===== src/ifo_consts.vh =====
`ifndef IFO_CONSTS_VH
`define IFO_CONSTS_VH

// ==========================================
// register byte offsets
`define IFO_ADDR_CTRL    8'h00
`define IFO_ADDR_OFFSET  8'h04
`define IFO_ADDR_SEL_LO  8'h08
`define IFO_ADDR_SEL_HI  8'h0c
`define IFO_ADDR_STATUS  8'h10
`define IFO_ADDR_OUTFRQ  8'h14

// ==========================================
// control register fields
`define IFO_CTRL_FSRC_LSB  0
`define IFO_CTRL_RSRC_LSB  2
`define IFO_CTRL_DIR_BIT   4
`define IFO_CTRL_MASK      32'h0000_001f

// ==========================================
// selector layout
`define IFO_SEL_W        8
`define IFO_NUM_IN       6

// ==========================================
// codes
`define IFO_OPT_OFFSET   8'h32
`define IFO_OPT_FORCE    8'h33
`define IFO_SRC_TERM     2'h1
`define IFO_DIR_ADD      1'b0

// ==========================================
// reset values
`define IFO_RST_CTRL     5'h00
`define IFO_RST_OFFSET   16'h0000
`define IFO_RST_SEL      8'h00

// ==========================================
// force sequencer states
`define IFO_ST_IDLE      1'b0
`define IFO_ST_STOP      1'b1

`endif


===== src/ifo_core.v =====
// Behaviour
// an input whose selector holds code 50 is the offset enable, and while it is on the offset is applied.
// the offset is combined with the frequency setting, as sum or difference, only while that enable is on.
// the direction bit chooses whether the offset is added or subtracted.
// the offset applies whatever frequency source is selected.
// with the enable off the output frequency is the plain setting.
// both functions may be placed on any of the six input selectors.
// an input whose selector holds code 51 forces the frequency source to code 01.
// that same input forces the run command source to code 01.
// the outside party holds the force input to get terminal control until it releases it.
// with force off the stored source selections are used again.
// a force change while the motor runs first stops the motor, then the new state applies.
// a subtraction that would go negative saturates at zero.
`include "ifo_consts.vh"

module ifo_core #(
  parameter FREQ_W = 16
) (
  // apb
  input  wire              pclk,
  input  wire              presetn,
  input  wire              psel,
  input  wire              penable,
  input  wire              pwrite,
  input  wire [7:0]        paddr,
  input  wire [31:0]       pwdata,
  output wire              pready,
  output wire              pslverr,
  output wire [31:0]       prdata,
  // terminals and drive
  input  wire [5:0]        logic_in,
  input  wire [FREQ_W-1:0] cmd_freq,
  input  wire              motor_running,
  // effective settings
  output wire [FREQ_W-1:0] out_freq,
  output wire [1:0]        freq_src_eff,
  output wire [1:0]        run_src_eff,
  output wire              stop_req,
  output wire              force_active
);

  // ==========================================
  // selector decode
  function any_match;
    input [`IFO_NUM_IN*`IFO_SEL_W-1:0] sels;
    input [`IFO_NUM_IN-1:0]            ins;
    input [`IFO_SEL_W-1:0]             code;
    integer i;
    begin
      any_match = 1'b0;
      for (i = 0; i < `IFO_NUM_IN; i = i + 1) begin
        if (ins[i] && sels[i*`IFO_SEL_W +: `IFO_SEL_W] == code) begin
          any_match = 1'b1;
        end
      end
    end
  endfunction

  // ==========================================
  // registers
  reg  [4:0]        ctrl_q;
  reg  [FREQ_W-1:0] offset_q;
  reg  [47:0]       sel_q;
  reg  [31:0]       prdata_q;
  reg  [31:0]       rd_d;
  reg               rd_err;
  reg               st_q;
  reg               force_q;
  reg  [FREQ_W-1:0] freq_q;
  reg  [FREQ_W-1:0] freq_d;
  reg  [FREQ_W:0]   sum;

  wire setup  = psel && !penable;
  wire access = psel && penable;
  wire wr     = access && pwrite;

  wire [1:0] fsrc_user = ctrl_q[`IFO_CTRL_FSRC_LSB +: 2];
  wire [1:0] rsrc_user = ctrl_q[`IFO_CTRL_RSRC_LSB +: 2];
  wire       dir_sub   = ctrl_q[`IFO_CTRL_DIR_BIT] != `IFO_DIR_ADD;

  // any of six inputs may carry either function
  wire ofs_en    = any_match(sel_q, logic_in, `IFO_OPT_OFFSET);
  wire force_raw = any_match(sel_q, logic_in, `IFO_OPT_FORCE);

  // ==========================================
  // apb register file
  always @* begin
    rd_d   = 32'h0000_0000;
    rd_err = 1'b0;
    case (paddr)
      `IFO_ADDR_CTRL:   rd_d = {27'h000_0000, ctrl_q};
      `IFO_ADDR_OFFSET: rd_d[FREQ_W-1:0] = offset_q;
      `IFO_ADDR_SEL_LO: rd_d = sel_q[31:0];
      `IFO_ADDR_SEL_HI: rd_d[15:0] = sel_q[47:32];
      `IFO_ADDR_STATUS: rd_d[5:0] = {ofs_en, force_raw, st_q, force_q, motor_running, stop_req};
      `IFO_ADDR_OUTFRQ: rd_d[FREQ_W-1:0] = freq_q;
      default:          rd_err = 1'b1;
    endcase
  end

  always @(posedge pclk or negedge presetn) begin
    if (!presetn) begin
      ctrl_q   <= `IFO_RST_CTRL;
      offset_q <= `IFO_RST_OFFSET;
      sel_q    <= {6{`IFO_RST_SEL}};
      prdata_q <= 32'h0000_0000;
    end else begin
      // read data staged in setup so it comes from a flop
      if (setup) begin
        prdata_q <= rd_d;
      end
      if (wr) begin
        case (paddr)
          `IFO_ADDR_CTRL:   ctrl_q   <= pwdata[4:0];
          `IFO_ADDR_OFFSET: offset_q <= pwdata[FREQ_W-1:0];
          `IFO_ADDR_SEL_LO: sel_q[31:0] <= pwdata;
          `IFO_ADDR_SEL_HI: sel_q[47:32] <= pwdata[15:0];
          default: ;
        endcase
      end
    end
  end

  assign pready  = 1'b1;
  assign pslverr = access && rd_err;
  assign prdata  = prdata_q;

  // ==========================================
  // force sequencer
  // a change is never applied mid-drive; source swap under load would jerk the motor
  always @(posedge pclk or negedge presetn) begin
    if (!presetn) begin
      st_q    <= `IFO_ST_IDLE;
      force_q <= 1'b0;
    end else begin
      case (st_q)
        `IFO_ST_IDLE: begin
          if (force_raw != force_q) begin
            if (motor_running) begin
              st_q <= `IFO_ST_STOP;
            end else begin
              force_q <= force_raw;
            end
          end
        end
        `IFO_ST_STOP: begin
          if (force_raw == force_q) begin
            st_q <= `IFO_ST_IDLE;
          end else if (!motor_running) begin
            force_q <= force_raw;
            st_q    <= `IFO_ST_IDLE;
          end
        end
        default: st_q <= `IFO_ST_IDLE;
      endcase
    end
  end

  assign stop_req     = st_q == `IFO_ST_STOP;
  assign force_active = force_q;
  assign freq_src_eff = force_q ? `IFO_SRC_TERM : fsrc_user;
  assign run_src_eff  = force_q ? `IFO_SRC_TERM : rsrc_user;

  // ==========================================
  // offset frequency
  // cmd_freq is already the selected source, so any source gets the offset
  always @* begin
    sum    = {1'b0, cmd_freq} + {1'b0, offset_q};
    freq_d = cmd_freq;
    if (ofs_en) begin
      if (dir_sub) begin
        freq_d = (offset_q > cmd_freq) ? {FREQ_W{1'b0}} : cmd_freq - offset_q;
      end else begin
        // top clamps too rather than wrapping
        freq_d = sum[FREQ_W] ? {FREQ_W{1'b1}} : sum[FREQ_W-1:0];
      end
    end
  end

  always @(posedge pclk or negedge presetn) begin
    if (!presetn) begin
      freq_q <= {FREQ_W{1'b0}};
    end else begin
      freq_q <= freq_d;
    end
  end

  assign out_freq = freq_q;

endmodule


===== config.mk =====
export PLATFORM = sky130hd
export DESIGN_NAME = ifo_core
export DESIGN_NICKNAME = d
export VERILOG_FILES = /design/src/ifo_core.v
export VERILOG_INCLUDE_DIRS = /design/src /design/src/src
export SDC_FILE = /design/constraint.sdc
export NUM_CORES = 1
export LEC_CHECK = 0
export BUFFER_PORTS_ARGS = -buffer_cell sky130_fd_sc_hd__buf_2
export CAP_MARGIN = 30
export CORE_UTILIZATION = 35
export CTS_CLUSTER_SIZE = 25
export DETAILED_ROUTE_END_ITERATION = 16
export PLACE_DENSITY_LB_ADDON = 0.2
export SLEW_MARGIN = 15
export SYNTH_ARGS = -nofsm -noshare
export SYNTH_HDL_FRONTEND = slang
export SYNTH_SLANG_ARGS = --single-unit

===== constraint.sdc =====
create_clock -name pclk -period 2.45 [get_ports pclk]
set_input_delay 0.3675 -clock pclk [delete_from_list [all_inputs] [get_ports pclk]]
set_output_delay 0.3675 -clock pclk [all_outputs]
set_load 0.03 [all_outputs]

==> results.py <==
metrics = {
    "flow_run": {
        "cap_violations": 0,
    },
    "power_and_ir_drop": {
        "p_leak_nw": 4.82,
        "power.density_cell_area_mw_per_mm2": 527,
        "irDropWorstVdd_v": 0.000468,
    },
    "worst_setup_path": {
        "rrSetupSlack_ps": -240,
        "critical_path.startpoint_type": "flop",
        "crit_arrival_ps": 2990,
        "worst_path_max_delay_cell": "or4_4",
        "setup.worst_path.class": "flop to flop",
        "crit_path_max_fanout": 7,
        "worst_path_top_cell_family_by_delay": "simple AND/OR/NAND/NOR gates",
        "critPathMaxStageDelay_ps": 480,
        "worst_setup_path_end_kind": "flop",
        "worstPathRequired_ps": 2750,
        "cell_by_cell_listing_of_the_critical_path": "ha_4, fa_2, nand2b_1, a221oi_2, or4_4, a21oi_4, o211ai_2, buf_12, or2_1, o32a_1",
        "path_buf_inv": 1,
    },
    "finish": {
        "final-instance-count-excl-fill": 1256,
        "drive_above_1_share_pct": 43.1,
        "n_antenna_cell": 0,
        "area_growth_syn_to_layout_pct": 42.2,
        "fill_cells": 1837,
        "design.final.nets": 1080,
        "layout.cells.most_common": "buf_4",
        "most_used_cells_in_the_layout_excluding_fill_and_tap_cells": "148 x buf_4, 121 x buf_2, 117 x dfrtp_1",
    },
    "floorplan": {
        "die_footprint_mm2": 0.0207,
        "height_of_the_die_um": 144,
        "boundaryPins": 124,
        "core_area_mm2": 0.0196,
        "floorplan.initialDensity_pct": 35.9,
        "core.rowCount": 51,
        "die_x_um": 144,
    },
    "place": {
        "dpl_worst_slack_ps": -318,
        "dp_cells": 1212,
        "hpwlAfterDp_mm": 17.6,
        "finalWeightedCongestion": 0.867,
        "port-buffer-count": 122,
    },
    "logic_synthesis": {
        "largest_family_of_logic_cells_by_synthesized_area": "compound AO/OA/AOI/OAI gates",
        "mux_cell_area_share_after_synthesis_pct": 9.51,
        "post_synth_instance_area_mm2": 0.00704,
        "post_synth_and_or_nand_nor_area_fraction_pct": 15.0,
        "synth.top_cell.area_share_pct": 42.3,
        "synth_cells": 717,
        "net_count_after_synthesis": 819,
        "synth_cell_types": 72,
        "synth_seq_area_share_pct": 42.3,
        "ys_warn_count": 0,
        "synth-edff-count": 0,
        "synth-adder-area-share_pct": 6.26,
        "post_synth_xor_area_fraction_pct": 2.24,
        "yosys.area.top_type": "dfrtp_1",
        "ys_seq_elements": 119,
        "ys_async_sr_fraction_pct": 100,
        "synth_area_per_cell_um2": 9.82,
        "synth-main-ff-cell": "dfrtp_1",
        "synth_area_leaders": "dfrtp_1 42%, mux2_2 8.5%, ha_1 5.7%",
        "synth-compound-area-share_pct": 20.0,
    },
    "route": {
        "num_vias": 6404,
        "drt_iter0_markers": 352,
        "drt_first_pass_iters": 5,
        "route.detailed.vias_per_inst": 5.10,
        "routedWlPerCell_um": 17.6,
        "final_antenna_net_count": 0,
        "drt_wl_total_mm": 22.1,
        "drt_drc_violations_left": 0,
    },
    "sta": {
        "timing.final.crit_period_ps": 2690,
        "rsz0062_at_grt": "yes",
        "final_min_period_over_clock_period_pct": 110,
        "fmax_ghz": 0.371,
        "slew_viol_final": 0,
        "final-setup-viol-count": 16,
        "worst_slew_pin_slew_ps": 663,
        "fin_ws_ps": -243,
        "worst_clock_skew_ps": 12.3,
        "slew-limit-headroom_pct": 55.8,
        "timing_hold_violations_final": 0,
    },
    "grt": {
        "use_met2_pct": 35.5,
        "grt.busiest_layer": "met2",
        "antenna_found_initial": 1,
        "largest_net_degree_at_the_start_of_global_routing": 44,
        "global_route.overflow_total": 0,
        "overall_track_demand_over_capacity_in_global_routing_pct": 22.3,
        "global_route_wire_length_before_repair_mm": 34.7,
        "grt_util_met3_pct": 3.67,
        "grt_use_met1_pct": 30.5,
        "number_of_global_route_vias_before_repair": 6425,
    },
    "outcome": {
        "violations_in_the_final_reports": "negative setup slack",
        "outcome": "finished with violations",
    },
    "cts": {
        "cts_tree": "built",
        "insertion_delay_ps": 410,
        "clk_pin_slew_worst_setup_hold_paths_ps": 60,
        "cts_buffers": 17,
        "h-tree-depth": 4,
        "clock_sink_count": 119,
        "cts_root_buffer": "clkbuf_16",
        "cts-root-to-sink-buffers": 2,
    },
    "worst_hold_path": {
        "timing.hold.worst.class": "input pin to flop",
    },
}
## final cells by class
type	instances	area, um2	area share, %
inverters	41	154	1.54
flip-flops and latches	119	2980	29.8
multi-input cells	519	4060	40.5
clock buffers	23	478	4.77
clock inverters	9	123	1.22
well taps	265	332	3.31
repair buffers	280	1890	18.9
## worst register-to-register path: cells and delay by family, from the launching register on
kind	cells	cell delay, ps
simple gates	3	820
compound gates	4	620
fa+ha+maj	2	520
flops	1	450
buf+inv	1	160
## cell families after synthesis
logic type,count (synthesis)
and+or+nand+nor,207
AOI/OAI and AO/OA,200
DFF,119
buffers and inverters,79
muxes,59
adders and majority gates,34
xor gates and xnor gates,18
other,1
## path summary, 6_finish.rpt
check,startpoint,endpoint,cells past startpoint
max reg2reg,offset_q[0],out_freq[14],10
min in group asynchronous,presetn,prdata[26],2
min,pwdata[23],sel_q[23],2
min reg2reg,prdata[0],prdata[0],2
max in group asynchronous,presetn,offset_q[0],3
max,offset_q[0],out_freq[14],10
## registers in the layout (all words and copies together), names as in the netlist
register	flops
sel_q	48
prdata	32
offset_q	16
out_freq	16
ctrl_q	5
force_active	1
stop_req	1
## synth_stat cells, types with 6 or more instances
cell type,number
mux2_2,53
xnor2_1,16
a221oi_1,13
dfrtp_1,119
ha_1,32
nor3_1,20
or4bb_1,6
or3_1,8
nand2_1,53
o21ai_0,52
a22oi_1,12
o21a_1,6
a22o_1,20
nor2_1,63
nand3_1,6
nor2b_1,7
inv_1,41
clkbuf_1,24
a211oi_1,11
o32a_1,8
a21oi_1,33
nand2b_1,9
## timing repair
action | CTS | global route
gates resized for setup | 39 | 25
buffers inserted | 8 | 3
setup endpoints to repair | 17 | 17
hold endpoints to repair | 40 | 0
gates cloned | 0 | 0
pin swaps | 20 | 14
hold buffers | 1 | 0
## report_power, final
part	switching [mW]	total, mW	internal [mW]	leakage [nW]
combinational	0.396	0.712	0.316	2.99
clock	0.856	2.53	1.67	0.297
sequential	0.0317	2.04	2.00	1.54
## routing by layer
metal	vias to the layer above	routed length, um
li1	3137	-
met1	3065	10500
met2	173	10200
met3	27	949
met4	2	360
met5	-	12
## stage by stage
stage	instance area, um2	hold WS (ps)	utilization, %	setup TNS [ps]	power, mW
after floorplan	7080	71.9	-	-101	2.38
after global placement	9030	415	46.1	-3480	2.73
after detailed placement	9030	417	46.1	-3750	2.73
after CTS	9890	175	50.5	-2340	5.30
after global routing	10000	186	51.1	-3870	5.48
final	10000	189	51.1	-2560	5.27
No activity file was read; power rests on OpenSTA's default activity.
